**src/ieoe_pkg.sv**
```systemverilog
/*
 * Constants and types shared by the eight-output serial port expander.
 * Assumes a single 25 MHz system clock domain; all pins arrive asynchronous.
 */
package ieoe_pkg;
  localparam int ADDR_W = 7;
  localparam int PORT_W = 8;
  localparam logic [2:0] ADDR_FIXED = 3'h5;
  localparam logic [PORT_W-1:0] OUT_RESET = 8'h00;
  localparam logic [1:0] SETTLE_CYCLES = 2'h3;
  // SCL, SDA and bus-clear levels at rest
  localparam logic [2:0] BUS_IDLE = 3'h7;
  localparam logic [3:0] BIT_LAST = 4'h7;
  localparam logic [3:0] BITS_BYTE = 4'h8;

  typedef enum logic [1:0] {
    SEL_GND,
    SEL_SUP,
    SEL_SCL,
    SEL_SDA
  } ieoe_sel_e;

  typedef enum {
    ST_IDLE,
    ST_ADDR,
    ST_ACK,
    ST_WDATA,
    ST_RDATA,
    ST_RACK,
    ST_IGNORE
  } ieoe_state_e;

  function automatic logic [1:0] ieoe_high_bits(input ieoe_sel_e s);
    case (s)
      SEL_SCL: ieoe_high_bits = 2'h0;
      SEL_SDA: ieoe_high_bits = 2'h1;
      SEL_GND: ieoe_high_bits = 2'h2;
      default: ieoe_high_bits = 2'h3;
    endcase
  endfunction : ieoe_high_bits

  function automatic logic [1:0] ieoe_low_bits(input ieoe_sel_e s);
    case (s)
      SEL_GND: ieoe_low_bits = 2'h0;
      SEL_SUP: ieoe_low_bits = 2'h1;
      SEL_SCL: ieoe_low_bits = 2'h2;
      default: ieoe_low_bits = 2'h3;
    endcase
  endfunction : ieoe_low_bits

  function automatic logic [3:0] ieoe_group_default(input ieoe_sel_e s);
    ieoe_group_default = (s == SEL_GND) ? 4'h0 : 4'hF;
  endfunction : ieoe_group_default
endpackage : ieoe_pkg

```
**src/ieoe_sel_if.sv**
```systemverilog
/*
 * Carrier between the protocol engine and one address-select classifier.
 * Assumes all levels here are already synchronised to clk.
 */
`timescale 1ns/1ps
interface ieoe_sel_if;
  import ieoe_pkg::*;
  logic clr;
  logic track;
  logic commit;
  logic pin;
  logic scl;
  logic sda;
  ieoe_sel_e code;
  modport engine (output clr, output track, output commit, output pin, output scl,
    output sda, input code);
  modport classifier (input clr, input track, input commit, input pin, input scl,
    input sda, output code);
endinterface : ieoe_sel_if

```
**src/ieoe_expander.sv**
```systemverilog
/*
 * Serial-bus slave port expander driving eight push-pull outputs.
 * Assumes SCL, SDA, bus-clear, select pins and pin readback are asynchronous
 * and far slower than clk; SDA is open drain, resolved outside.
 */
//
// Overview of operation
// - Address is 101 plus two bits from each select input's connection.
// - Upper four outputs default from high select, lower four from low select.
// - Ground connection gives default 0; supply, SCL or SDA give 1.
// - Bus-clear low resets the serial logic, abandoning any transfer.
// - While bus-clear is low, the protocol sits idle as after STOP.
// - Bus-clear never touches the output latch.
// - Reads return real pin levels, not latch contents.
// - Idle interface enters standby by itself, leaves on a START.
// - Each written data byte replaces all eight outputs at once.
// - Pins are sampled during address ack and each later ack of a read.
// - Select connections are re-decoded on every transmission.
// - Before the first transmission, SCL or SDA ties count as supply.
`timescale 1ns/1ps
module ieoe_expander
  import ieoe_pkg::*;
#(
  parameter int PORT_WIDTH = PORT_W
)
(
  input wire logic clk,
  input wire logic resetn,
  input wire logic ce,
  input wire logic scl_in,
  input wire logic sda_in,
  output logic sda_out,
  output logic sda_oe,
  input wire logic bus_clear_n,
  input wire logic addr_sel_high,
  input wire logic addr_sel_low,
  input wire logic [PORT_WIDTH-1:0] out_pin_in,
  output logic [PORT_WIDTH-1:0] out_port,
  output logic standby
);
  localparam int SYNC_W = PORT_WIDTH + 5;

  logic [SYNC_W-1:0] sync1;
  logic [SYNC_W-1:0] sync2;
  logic scl_s;
  logic sda_s;
  logic clr_n_s;
  logic sel_hi_s;
  logic sel_lo_s;
  logic [PORT_WIDTH-1:0] pins_s;
  logic scl_d;
  logic sda_d;
  logic scl_rise;
  logic scl_fall;
  logic start_cond;
  logic stop_cond;

  ieoe_state_e state;
  logic [3:0] bit_cnt;
  logic [ADDR_W-1:0] shreg;
  logic [PORT_WIDTH-1:0] tx;
  logic rw;
  logic ack_phase;
  logic wr_stb;
  logic [PORT_WIDTH-1:0] wr_data;
  logic [ADDR_W-1:0] my_addr;
  logic [1:0] settle;

  ieoe_sel_if sel_h ();
  ieoe_sel_if sel_l ();

  always_ff @(posedge clk or negedge resetn) begin
    if (!resetn) begin
      // Bus lines start at their idle level so no false edge follows reset
      sync1 <= {BUS_IDLE, {(SYNC_W-3){1'b0}}};
      sync2 <= {BUS_IDLE, {(SYNC_W-3){1'b0}}};
    end else if (ce) begin
      sync1 <= {scl_in, sda_in, bus_clear_n, addr_sel_high, addr_sel_low, out_pin_in};
      sync2 <= sync1;
    end
  end

  assign {scl_s, sda_s, clr_n_s, sel_hi_s, sel_lo_s, pins_s} = sync2;

  always_ff @(posedge clk or negedge resetn) begin
    if (!resetn) begin
      scl_d <= 1'b1;
      sda_d <= 1'b1;
    end else if (ce) begin
      scl_d <= scl_s;
      sda_d <= sda_s;
    end
  end

  assign scl_rise = scl_s & ~scl_d;
  assign scl_fall = ~scl_s & scl_d;
  assign start_cond = scl_s & scl_d & sda_d & ~sda_s;
  assign stop_cond = scl_s & scl_d & ~sda_d & sda_s;

  // Classifier strobes: clear at START, watch the address bits, decide at the 7th
  always_comb begin
    sel_h.clr = start_cond;
    sel_h.track = (state == ST_ADDR) && (bit_cnt < BIT_LAST);
    sel_h.commit = (state == ST_ADDR) && scl_rise && (bit_cnt == BIT_LAST - 4'h1);
    sel_h.pin = sel_hi_s;
    sel_h.scl = scl_s;
    sel_h.sda = sda_s;
    sel_l.clr = sel_h.clr;
    sel_l.track = sel_h.track;
    sel_l.commit = sel_h.commit;
    sel_l.pin = sel_lo_s;
    sel_l.scl = scl_s;
    sel_l.sda = sda_s;
  end

  ieoe_sel_class u_sel_high (
    .clk(clk),
    .resetn(resetn),
    .ce(ce),
    .sel(sel_h.classifier)
  );

  ieoe_sel_class u_sel_low (
    .clk(clk),
    .resetn(resetn),
    .ce(ce),
    .sel(sel_l.classifier)
  );

  assign my_addr = {ADDR_FIXED, ieoe_high_bits(sel_h.code), ieoe_low_bits(sel_l.code)};

  // Protocol engine
  always_ff @(posedge clk or negedge resetn) begin
    if (!resetn) begin
      state <= ST_IDLE;
      bit_cnt <= '0;
      shreg <= '0;
      tx <= '0;
      rw <= 1'b0;
      ack_phase <= 1'b0;
      sda_oe <= 1'b0;
      wr_stb <= 1'b0;
      wr_data <= '0;
    end else if (ce) begin
      wr_stb <= 1'b0;
      if (!clr_n_s) begin
        state <= ST_IDLE;
        sda_oe <= 1'b0;
        bit_cnt <= '0;
        ack_phase <= 1'b0;
      end else if (start_cond) begin
        state <= ST_ADDR;
        bit_cnt <= '0;
        sda_oe <= 1'b0;
        ack_phase <= 1'b0;
      end else if (stop_cond) begin
        state <= ST_IDLE;
        sda_oe <= 1'b0;
      end else begin
        case (state)
          ST_ADDR: begin
            if (scl_rise) begin
              shreg <= {shreg[ADDR_W-2:0], sda_s};
              bit_cnt <= bit_cnt + 4'h1;
              if (bit_cnt == BIT_LAST) begin
                if (shreg == my_addr) begin
                  rw <= sda_s;
                  state <= ST_ACK;
                  ack_phase <= 1'b0;
                end else begin
                  state <= ST_IGNORE;
                end
              end
            end
          end
          ST_ACK: begin
            if (scl_fall && !ack_phase) begin
              sda_oe <= 1'b1;
              ack_phase <= 1'b1;
            end else if (scl_rise && ack_phase && rw) begin
              tx <= pins_s;
            end else if (scl_fall && ack_phase) begin
              ack_phase <= 1'b0;
              bit_cnt <= '0;
              if (rw) begin
                sda_oe <= ~tx[PORT_WIDTH-1];
                state <= ST_RDATA;
              end else begin
                sda_oe <= 1'b0;
                state <= ST_WDATA;
              end
            end
          end
          ST_WDATA: begin
            if (scl_rise) begin
              shreg <= {shreg[ADDR_W-2:0], sda_s};
              bit_cnt <= bit_cnt + 4'h1;
              if (bit_cnt == BIT_LAST) begin
                wr_data <= {shreg, sda_s};
                wr_stb <= 1'b1;
                state <= ST_ACK;
              end
            end
          end
          ST_RDATA: begin
            if (scl_rise) begin
              tx <= {tx[PORT_WIDTH-2:0], 1'b0};
              bit_cnt <= bit_cnt + 4'h1;
            end else if (scl_fall) begin
              if (bit_cnt == BITS_BYTE) begin
                sda_oe <= 1'b0;
                ack_phase <= 1'b0;
                state <= ST_RACK;
              end else begin
                sda_oe <= ~tx[PORT_WIDTH-1];
              end
            end
          end
          ST_RACK: begin
            if (scl_rise) begin
              ack_phase <= ~sda_s;
              tx <= pins_s;
            end else if (scl_fall) begin
              bit_cnt <= '0;
              if (ack_phase) begin
                sda_oe <= ~tx[PORT_WIDTH-1];
                state <= ST_RDATA;
              end else begin
                state <= ST_IGNORE;
              end
              ack_phase <= 1'b0;
            end
          end
          ST_IGNORE: begin
            sda_oe <= 1'b0;
          end
          default: begin
            state <= ST_IDLE;
            sda_oe <= 1'b0;
          end
        endcase
      end
    end
  end

  assign sda_out = 1'b0;

  // Output latch: power-up defaults once the pin synchronisers have settled
  always_ff @(posedge clk or negedge resetn) begin
    if (!resetn) begin
      out_port <= OUT_RESET;
      settle <= '0;
    end else if (ce) begin
      if (settle != SETTLE_CYCLES) begin
        settle <= settle + 2'h1;
        if (settle == SETTLE_CYCLES - 2'h1) begin
          out_port <= {ieoe_group_default(sel_h.code), ieoe_group_default(sel_l.code)};
        end
      end else if (wr_stb) begin
        out_port <= wr_data;
      end
    end
  end

  // Standby whenever the engine is in ST_IDLE, from STOP or bus clear until the next START
  always_ff @(posedge clk or negedge resetn) begin
    if (!resetn) begin
      standby <= 1'b1;
    end else if (ce) begin
      standby <= (state == ST_IDLE) && !(start_cond && clr_n_s);
    end
  end
endmodule : ieoe_expander

```
**src/ieoe_sel_class.sv**
```systemverilog
/*
 * Classifies one address-select pin as ground, supply, SCL or SDA by
 * watching it against the bus lines through an address phase.
 * Assumes synchronised inputs and strobes from the protocol engine.
 */
`timescale 1ns/1ps
module ieoe_sel_class
  import ieoe_pkg::*;
(
  input wire logic clk,
  input wire logic resetn,
  input wire logic ce,
  ieoe_sel_if.classifier sel
);
  logic ne_scl;
  logic ne_sda;
  logic seen_hi;
  logic seen_lo;
  logic decoded;
  ieoe_sel_e held;
  ieoe_sel_e next_held;

  always_comb begin
    if (!ne_scl) begin
      next_held = SEL_SCL;
    end else if (!ne_sda) begin
      next_held = SEL_SDA;
    end else if (seen_lo && !seen_hi) begin
      next_held = SEL_GND;
    end else begin
      next_held = SEL_SUP;
    end
  end

  always_ff @(posedge clk or negedge resetn) begin
    if (!resetn) begin
      ne_scl <= 1'b0;
      ne_sda <= 1'b0;
      seen_hi <= 1'b0;
      seen_lo <= 1'b0;
    end else if (ce) begin
      if (sel.clr) begin
        ne_scl <= 1'b0;
        ne_sda <= 1'b0;
        seen_hi <= 1'b0;
        seen_lo <= 1'b0;
      end else if (sel.track) begin
        ne_scl <= ne_scl | (sel.pin != sel.scl);
        ne_sda <= ne_sda | (sel.pin != sel.sda);
        seen_hi <= seen_hi | sel.pin;
        seen_lo <= seen_lo | ~sel.pin;
      end
    end
  end

  // Re-decoded on every transmission, whoever it addresses
  always_ff @(posedge clk or negedge resetn) begin
    if (!resetn) begin
      held <= SEL_SUP;
      decoded <= 1'b0;
    end else if (ce && sel.commit) begin
      held <= next_held;
      decoded <= 1'b1;
    end
  end

  // Before the first transmission a bus-tied pin looks like supply
  assign sel.code = decoded ? held : (sel.pin ? SEL_SUP : SEL_GND);
endmodule : ieoe_sel_class

```
**config.mk**
```make
export PLATFORM = sky130hd
export DESIGN_NAME = ieoe_expander
export DESIGN_NICKNAME = d
export VERILOG_FILES = /design/src/ieoe_pkg.sv /design/src/ieoe_sel_if.sv /design/src/ieoe_expander.sv /design/src/ieoe_sel_class.sv
export SDC_FILE = /design/constraint.sdc
export NUM_CORES = 1
export LEC_CHECK = 0
export BUFFER_PORTS_ARGS = -buffer_cell sky130_fd_sc_hd__buf_2
export CORE_MARGIN = 2
export CORE_UTILIZATION = 55
export CTS_CLUSTER_DIAMETER = 50
export CTS_CLUSTER_SIZE = 28
export DETAILED_ROUTE_END_ITERATION = 12
export GPL_ROUTABILITY_DRIVEN = 0
export HOLD_SLACK_MARGIN = 0.05
export PLACE_DENSITY = 0.76
export SLEW_MARGIN = 40
export SYNTH_ARGS = -nofsm -noshare
export SYNTH_HDL_FRONTEND = slang
export SYNTH_SLANG_ARGS = --single-unit
```
**constraint.sdc**
```tcl
create_clock -name clk -period 1.9 [get_ports clk]
set_input_delay 0.38 -clock clk [delete_from_list [all_inputs] [get_ports clk]]
set_output_delay 0.38 -clock clk [all_outputs]
set_load 0.02 [all_outputs]
```
* Word-level counts from Yosys, hierarchy flattened
Cells that the tools add are included.
** Storage, ports and cells
- Flip-flop bits (word level) :: 115
- Bits of input ports :: 16
- Output and inout port bits :: 11
- Logic and storage cells :: 252
** Cells by class
- $add $sub $neg :: 2
- Magnitude comparators :: 1
- Eq/ne operators :: 61
- Muxes and demuxes :: 102
- Bitwise operators :: 24
- Reduce and logical (&&, ||, !) cells :: 35
** Operators by type and width (number)
- two-way mux 32 bit :: 15
- one-hot mux 32 bit (6 select lines) :: 1
- == test 32 x 2 -> 1 bit (second input constant) :: 3
- == test 32 x 3 -> 1 bit (second input constant) :: 3
- != test 5 bit (second input constant) :: 16
- two-way mux 8 bit :: 7
- two-way mux 1 bit :: 53
- != test 4 bit (second input constant) :: 12
- two-way mux 4 bit :: 11
- == test 32 x 1 -> 1 bit (second input constant) :: 1
- zero test 32 bit :: 1
- AND reduction 9 bit :: 3
- one-hot mux 8 bit (3 select lines) :: 1
- two-way mux 2 bit :: 7
- AND reduction 14 bit :: 1
- logical AND 1 bit :: 12
- != test 6 bit (second input constant) :: 2
- one-hot mux 2 bit (3 select lines) :: 2
- one-hot mux 4 bit (3 select lines) :: 1
- AND reduction 12 bit :: 1
- != test 2 bit (second input constant) :: 5
- inverter 1 bit :: 9
- == test 2 bit (second input constant) :: 4
- == test 4 x 3 -> 1 bit (second input constant) :: 2
- other kinds (27) :: 52

* Longest topological paths before layout
Gate-level depths: netlist of the first run.
- Depth after elaboration :: 12
- Gate-level depth with buffers :: 7
- Gate-level depth less buffers :: 7

* Cells and area by module
A second synthesis of the first run with hierarchy kept.
** Second synthesis, totals
- Cells, all modules :: 363
- Area, all modules :: 4287.9 um^2
** Modules (own cells, without submodules)
- ieoe_expander :: times used 1, cells each 311, area an instance 3644.7 um^2, seq. area each 1838.0 um^2
- ieoe_sel_class :: times used 2, cells each 26, area an instance 321.6 um^2, seq. area each 176.4 um^2

* Worst setup path before layout of the first run
OpenSTA, ideal clock, no wires.
- Kind :: reg-to-reg
- From :: reg scl_d
- To :: reg state[0]
- Setup time :: 0.128 ns
- Arrival time :: 1.708 ns
- Required time :: 1.772 ns
- Path slack :: 0.064 ns
- Cell stages (with the launch flop) :: 6
- Path buffers :: 0
- Period minus slack after synthesis :: 1.836 ns
- Cell sequence :: dfstp_2 > nor2b_1 > o22ai_1 > a31o_2 > a21oi_1 > mux2_1
** On the way
- Longest elaborated chain between the ends :: 6
- Elaborated cells between the ends (all ways) :: 29
- Those cells by class :: eq/ne: 13; mux: 3; bitwise: 8; reduce/logical: 5
** RTL lines
- from (decl) :: line ieoe_expander.sv:51 : logic scl_d;
- from (signal assigned) :: line ieoe_expander.sv:90 : scl_d <= scl_s;
- branches (longest 6 deep; another with AND reduction 14 bit)
- to (signal assigned) :: line ieoe_expander.sv:187 : state <= ST_RDATA;
- to (signal assigned) :: line ieoe_expander.sv:190 : state <= ST_WDATA;
- to (signal assigned) :: line ieoe_expander.sv:201 : state <= ST_ACK;
- to (decl) :: line ieoe_expander.sv:58 : ieoe_state_e state;
Several ways; the timed one is not identified.
A chain may end at the register's enable or synchronous reset.

* Worst setup path after layout of the first run
Same ends and word-level chain as after synthesis.

==> impl_metrics.ini, run 1 <==
[global_routing]
globalRouteTotalUtil = 0.216
antenna_found_initial = 0
grt_pass1_wl_um = 14700
grt.overflow.total = 0
grt_max_degree = 38
grt_pass1_vias = 3130

[synthesis]
seq_area_frac_synth = 0.502
yosysUniqueCellTypes = 68
synth_fp_nets = 410
syn_area_mm2 = 0.00431
synth_warnings = 0
synth_enable_flop_cells = 0
ys_ff_latch = 86
synth_flop_cell = dfrtp_1
avgSynthCellArea_um2 = 11.1
synthCells = 389
ys_async_sr_fraction = 1.00

[placed_design]
dp.cells = 536
pre_cts_slack_ns = -0.000194
placedInstanceArea_mm2 = 0.00479
dp_hpwl_um = 6210
io_buffers = 25

[floorplanning]
start_util = 0.564
io_pins = 27
die_h_um = 92.5
dieWidth_um = 92.5
die_area_mm2 = 0.00856
rows = 32
core_mm2 = 0.00765

[pwr]
ir_drop_mv = 0.651
swShare = 0.354
cell_internal_pwr_mw = 3.77
pwr_density_cell_mw_per_mm2 = 1140
p_leak_nw = 2.23
p_sw_mw = 2.06
p_seq_frac = 0.435
power_mw = 5.83
clkPwrFrac = 0.237
comb_power_share = 0.327

[worst_setup_path]
cp.arrival_ns = 2.16
critPathLaunchType = register
path_class = reg2reg
crit_fanout = 7
endpoint_kind = register
required_ns = 2.15

[timing]
rsz0062_at_grt = true
post-route-min-period_ns = 1.91
fmax_mhz = 524
hold_viol = 0
maxSlewHeadroom = 0.588
tightest_slew_ns = 0.602
timing.final.crit_share = 1.00
setup_ws_ns = -0.00746
final_max_slew_viol_count = 0
tns_ns = -0.00746
finalSetupViolCount = 1
worst_hold_slack_ns = 0.241
fin_skew_ns = 0.0172

[run_status]
violations = setup timing
status = finished with violations

[routing]
wire_per_inst_um = 15.5
antenna_left = 0
wl_met2_um = 4180
wl_met3_um = 291
routed_wl_um = 8590
drtIter0Drc = 201
firstDrtPassIters = 5
drc = 0
wl_met1_um = 3970
viasPerCell = 5.65
vias = 3144
highest_layer = met4

[cells_and_area]
layout_common_cells = dfrtp_1 (71), buf_4 (42), mux2_2 (36), nor2_1 (35), nand2_1 (29)
syn2layout_area_growth_pct = 18.6
final_common_cell = dfrtp_1
fin_area_mm2 = 0.00511
drive_gt1_frac = 0.372
diodes = 0
fin_util = 0.669
final_nets = 470
fin_cells = 556

[clocking]
cts_tree = done
clkSinkCount = 86
clk_latency_ns = 0.36
cts_made_buffers = 9
clock_path_buffers = 2
htree_levels = 3
clkTransAtPathRegs_ns = 0.10
cts_root_buffer = clkbuf_8

[job]
maxCapViolCount = 0

[worst_hold_path]
hold_path.class = in2reg
[per-layer routing]
layer / global-route usage / up-vias
met3: 0.0350 / 16
met1: 0.291 / 1549
met2: 0.355 / 74
met5: 0 / -
met4: 0.0796 / 0
li1: - / 1505
[flip-flops by register name, summed over array words and instances (netlist names), 3 cells and up]
signal,cells
bit_cnt,4
out_port,8
shreg,7
state,3
sync1,13
sync2,13
tx,8
wr_data,8
[critical path: stages (launching register included)]
cell	delay, ns
dfstp_2	0.59
and2b_4	0.23
a41o_1	0.26
a31o_2	0.23
a21oi_2	0.18
mux2_4	0.32
[final timing paths]
path | from | to | slack, ns | cells after the start
max in group asynchronous | resetn | u_sel_low.held[0] | 0.87 | 3
max | scl_d | state[0] | -0.007 | 5
min reg2reg | u_sel_low.ne_scl | u_sel_low.held[1] | 0.48 | 1
min in group asynchronous | resetn | sda_oe | 0.42 | 2
max reg2reg | scl_d | state[0] | -0.007 | 5
min | out_pin_in[1] | sync1[1] | 0.24 | 2
[cells in the mapped netlist (5+ instances only)]
library cell	instances	area, µm²
dfrtp_1	75	1880
mux2_2	36	405
nor2_1	35	131
nand2_1	29	109
a21oi_1	27	135
o21ai_0	13	65.1
inv_1	12	45.0
dfstp_2	11	289
mux2_4	9	135
mux2i_1	9	90.1
buf_2	7	35.0
nand2b_1	7	43.8
nor2b_1	7	43.8
xor2_1	7	61.3
ha_1	5	62.6
nand3b_1	5	37.5
[cell type report]
cell class	count	area (µm²)
inverters	12	45.0
multi-input cells	270	2050
fillers	584	2530
clock inverters	6	80.1
clock buffers	10	138
well taps	102	128
repair buffers	70	505
flip-flops and latches	86	2170
[logic make-up (layout without fill, tap and decap cells)]
logic type                 Yosys count  after routing  share of synthesized area
DFF                                 86             86                      0.502
xor gates and xnor gates            11             11                     0.0224
muxes                               56             56                      0.152
other                                1              1                   0.000870
adders and majority gates            5              5                     0.0145
AOI/OAI and AO/OA                   81             81                      0.124
and+or+nand+nor                    116            116                      0.146
buffers and inverters               33             98                     0.0377
[power groups by stage]
stage / sequential [mW] / combinational, mW / clock, mW
6_report: 2.54 / 1.91 / 1.38
5_1_grt: 2.59 / 2.11 / 1.47
4_1_cts: 2.52 / 1.82 / 1.39
3_5_place_dp: 2.56 / 1.79 / 0
3_3_place_gp: 2.54 / 1.73 / 0
2_1_floorplan: 2.54 / 1.18 / 0
[repair_timing]
item                                    4_1_cts  5_1_grt
endpoints found under the setup margin        2       24
gates resized for setup                       1       17
pin swaps                                     0        7
gates cloned                                  0        0
hold endpoints to repair                     16        0
hold buffers                                  1        0
setup buffers                                 1        2
Note: power is estimated with default switching activity, not from simulation.
==> inputs of run 2 (changes only) <==
==> constraint.sdc (replaced) <==
create_clock -name clk -period 1.9 [get_ports clk]
set_input_delay 0.095 -clock clk [delete_from_list [all_inputs] [get_ports clk]]
set_output_delay 0.095 -clock clk [all_outputs]
set_load 0.02 [all_outputs]
==> impl_metrics.ini, run 2 (same netlist as run 1, synthesis figures left out) <==
[floorplanning]
rows = 32
dieWidth_um = 92.5
io_pins = 27
start_util = 0.564
core_mm2 = 0.00765
die_area_mm2 = 0.00856
die_h_um = 92.5

[routing]
firstDrtPassIters = 5
antenna_left = 0
vias = 3289
drtIter0Drc = 269
drc = 0
routed_wl_um = 9230
viasPerCell = 5.73
wire_per_inst_um = 16.1

[cells_and_area]
fin_area_mm2 = 0.00529
final_common_cell = dfrtp_1
fillers = 557
drive_gt1_frac = 0.352
diodes = 0
multi_input_area_mm2 = 0.00203
syn2layout_area_growth_pct = 22.6
final_nets = 488
reg_top3 = sync1 x13, sync2 x13
layout_common_cells = dfrtp_1 (73), buf_4 (39), mux2_2 (36), nor2_1 (35), nand2_1 (29)
seq_area_mm2 = 0.00217

[timing]
rsz0062_at_grt = true
fin_skew_ns = 0.00726
post-route-min-period_ns = 1.93
timing.final.crit_share = 1.02
fmax_mhz = 517
worst_hold_slack_ns = 0.171
finalSetupViolCount = 2
hold_viol = 0
final_max_slew_viol_count = 0
setup_ws_ns = -0.0341

[clocking]
clkTransAtPathRegs_ns = 0.09
cts_made_buffers = 9
clk_latency_ns = 0.36
htree_levels = 3
clkSinkCount = 86
cts_tree = done
cts_root_buffer = clkbuf_8
clock_path_buffers = 2

[worst_hold_path]
hold_path.class = in2async

[job]
maxCapViolCount = 0

[worst_setup_path]
reg2regPathDepth = 5
slowest_delay_ns = 0.58
cp_cell_sequence = and2b_4, a41o_1, a31o_2, a21oi_2, mux2_1
required_ns = 2.14
cp.arrival_ns = 2.17
path_class = reg2reg
slowest_stage = dfstp_2
endpoint_kind = register
critPathLaunchType = register
crit_fanout = 6

[placed_design]
io_buffers = 25
pre_cts_slack_ns = -0.0518
placedInstanceArea_mm2 = 0.00478
dp_hpwl_um = 6010

[global_routing]
grt_pass1_vias = 3164
grt_pass1_wl_um = 14800
globalRouteTotalUtil = 0.219
antenna_found_initial = 0
grt_max_degree = 65
grt.overflow.total = 0

[pwr]
ir_drop_mv = 0.611
pwr_density_cell_mw_per_mm2 = 1120
p_leak_nw = 2.33

[run_status]
violations = setup timing
status = finished with violations
## run 2: changes by cell type in the layout (fill, tap and decap cells not counted), sizes merged
cell,delta
buf,+3
clkbuf,+3
clkinv,-2
dlygate4sd3,+13
inv,+1
## run 2: metal layers
| layer | share of wire | vias up | GRT usage |
|---|---|---|---|
| met4 | 0.020 | 0 | 0.0858 |
| met2 | 0.49 | 129 | 0.357 |
| met5 | 0 | - | 0 |
| met1 | 0.43 | 1606 | 0.295 |
| met3 | 0.061 | 19 | 0.0350 |
| li1 | - | 1535 | - |
## run 2: final timing paths
path                                  start                end  slack [ns]
max reg2reg                           scl_d           state[0]       -0.03
max in group asynchronous            resetn          sync1[11]        1.04
min                                  resetn          ack_phase        0.17
min reg2reg                u_sel_low.ne_scl  u_sel_low.held[1]        0.49
max                                   scl_d           state[0]       -0.03
min in group clk                         ce             wr_stb        0.20
## run 2: timing repair
action	CTS	global route
pin swaps	0	10
setup endpoints to repair	6	31
hold buffers	14	0
endpoints found under the hold margin	93	0
cloned	0	2
buffers inserted	5	4
gates resized for setup	3	14
## run 2: critical path, delay by kind of cell (launching register included)
| kind | cells | cell delay, ns |
|---|---|---|
| AOI/OAI and AO/OA | 3 | 0.66 |
| DFF | 1 | 0.58 |
| muxes | 1 | 0.35 |
| and+or+nand+nor | 1 | 0.22 |
## run 2: report_power, final
part / internal, mW / switching, mW
Combinational: 0.983 / 1.07
Clock: 0.656 / 0.679
Sequential: 2.22 / 0.311
Total: 3.86 / 2.06
## run 2: through the flow
step,util,setup TNS (ns),total power [mW],std cells
5_1_grt,0.691,-0.583,6.24,574
4_1_cts,0.676,0,5.74,568
3_5_place_dp,0.625,-0.0658,4.35,533
6_report,0.691,-0.0430,5.92,574
2_1_floorplan,-,0,3.72,389
3_3_place_gp,0.625,0,4.27,533
## run 2: layout make-up
cell class	instances	area share
clock inverters	5	0.0121
clock buffers	11	0.0268
multi-input cells	270	0.383
well taps	102	0.0241
repair buffers	88	0.135
flip-flops and latches	86	0.410
inverters	12	0.00852
==> inputs of run 3 (changes only) <==
- CORE_ASPECT_RATIO: default -> 0.9
- CORE_UTILIZATION: 55 -> 65
- PLACE_DENSITY: 0.76 -> 0.85
- clock period: 1.9 -> 2.43 ns (I/O delays scaled with it)
==> impl_metrics.ini, run 3 (same netlist as run 1, synthesis figures left out) <==
[cells_and_area]
final_nets = 443
reg_top3 = sync1 x13, sync2 x13
syn2layout_area_growth_pct = 11.3
diodes = 0
drive_gt1_frac = 0.269
fillers = 451
final_common_cell = dfrtp_1
seq_area_mm2 = 0.00217
multi_input_area_mm2 = 0.00198
layout_common_cells = dfrtp_1 (75), mux2_2 (36), nor2_1 (35), nand2_1 (29), a21oi_1 (27)

[timing]
fmax_mhz = 441
maxSlewHeadroom = 0.531
hold_viol = 0
tns_ns = 0
setup_ws_ns = 0.164
tightest_slew_ns = 0.704
fin_skew_ns = 0.00909
finalSetupViolCount = 0
post-route-min-period_ns = 2.27
rsz0062_at_grt = false
timing.final.crit_share = 0.932
final_max_slew_viol_count = 0

[worst_hold_path]
hold_path.class = in2reg
min_from = ce

[clocking]
clkTransAtPathRegs_ns = 0.09
clk_latency_ns = 0.36
clkSinkCount = 86
post_cts_buffers = 0
post_cts_resized = 0
hold_buffers = 14
htree_levels = 3
cts_root_buffer = clkbuf_8
clock_path_buffers = 2
cts_made_buffers = 9
cts_tree = done

[routing]
drtIter0Drc = 254
vias = 3017
routed_wl_um = 8630
wire_per_inst_um = 16.7
firstDrtPassIters = 5
viasPerCell = 5.84
antenna_left = 0
drc = 0

[worst_setup_path]
path_class = reg2reg
crit_fanout = 22
cp.arrival_ns = 2.52
required_ns = 2.68
critPathLaunchType = register
r2r-start = state[0]
crit_start = state[0]
endpoint_kind = register

[floorplanning]
start_util = 0.665
rows = 28
die_h_um = 81.3
die_area_mm2 = 0.00730
dieWidth_um = 89.8
core_mm2 = 0.00648
io_pins = 27

[pwr]
cell_internal_pwr_mw = 2.68
clkPwrFrac = 0.225
comb_power_share = 0.284
power_mw = 4.18
pwr_density_cell_mw_per_mm2 = 871
ir_drop_mv = 0.546
p_leak_nw = 2.06
p_seq_frac = 0.492
p_sw_mw = 1.50
swShare = 0.358

[global_routing]
grt_pass1_vias = 2971
grt_max_degree = 87
antenna_found_initial = 0
grt_pass1_wl_um = 14200
grt.overflow.total = 0
globalRouteTotalUtil = 0.250

[placed_design]
dp_hpwl_um = 5770
io_buffers = 25
pre_cts_slack_ns = 0.285

[job]
maxCapViolCount = 0

[run_status]
status = complete, no violations
==> run 3: cell type report <==
cell class / instances / area share
timing repair buffer: 43 / 0.0647
tap: 90 / 0.0235
sequential: 86 / 0.451
inverter: 12 / 0.00938
clock buffer: 12 / 0.0323
multi-input combinational: 270 / 0.413
clock inverter: 4 / 0.00600
==> run 3: critical path, cell delays in order (launching register included) <==
cell and delay [ns]:
dfrtp_1 0.80, nor3b_2 0.18, a22oi_1 0.25, nand4_1 0.26
a21oi_1 0.30, mux2_1 0.36
==> run 3: layer usage <==
metal / track usage / wire (µm) / vias up
met5: 0 / 0 / -
met4: 0.108 / 182 / 0
met3: 0.0659 / 466 / 16
met2: 0.418 / 4170 / 92
met1: 0.316 / 3810 / 1483
li1: - / - / 1426
==> run 3: path summary, 6_finish.rpt <==
check,end,slack [ns],cells after the start
worst max-delay path,state[0],0.16,5
min in group asynchronous,state[2],0.33,3
worst max register to register,state[0],0.16,5
worst min-delay path,scl_d,0.20,2
worst min register to register,u_sel_low.held[1],0.49,1
max in group asynchronous,sync2[12],1.71,3
==> run 3: power groups by stage <==
stage	clock, mW	combinational, mW	sequential, mW
6_report	0.941	1.19	2.06
5_1_grt	1.01	1.32	2.11
4_1_cts	0.962	1.19	2.05
3_5_place_dp	0	1.16	2.08
3_3_place_gp	0	1.11	2.05
2_1_floorplan	0	0.920	1.99
==> run 3: metrics by stage <==
step	instance area [µm²]	util	hold slack, ns	cells
detailed placement	4480	0.691	0.189	487
global route	4800	0.741	0.178	517
CTS	4800	0.741	0.164	517
floorplan	4310	-	-0.174	389
global placement	4480	0.691	0.189	487
finish	4800	0.741	0.196	517
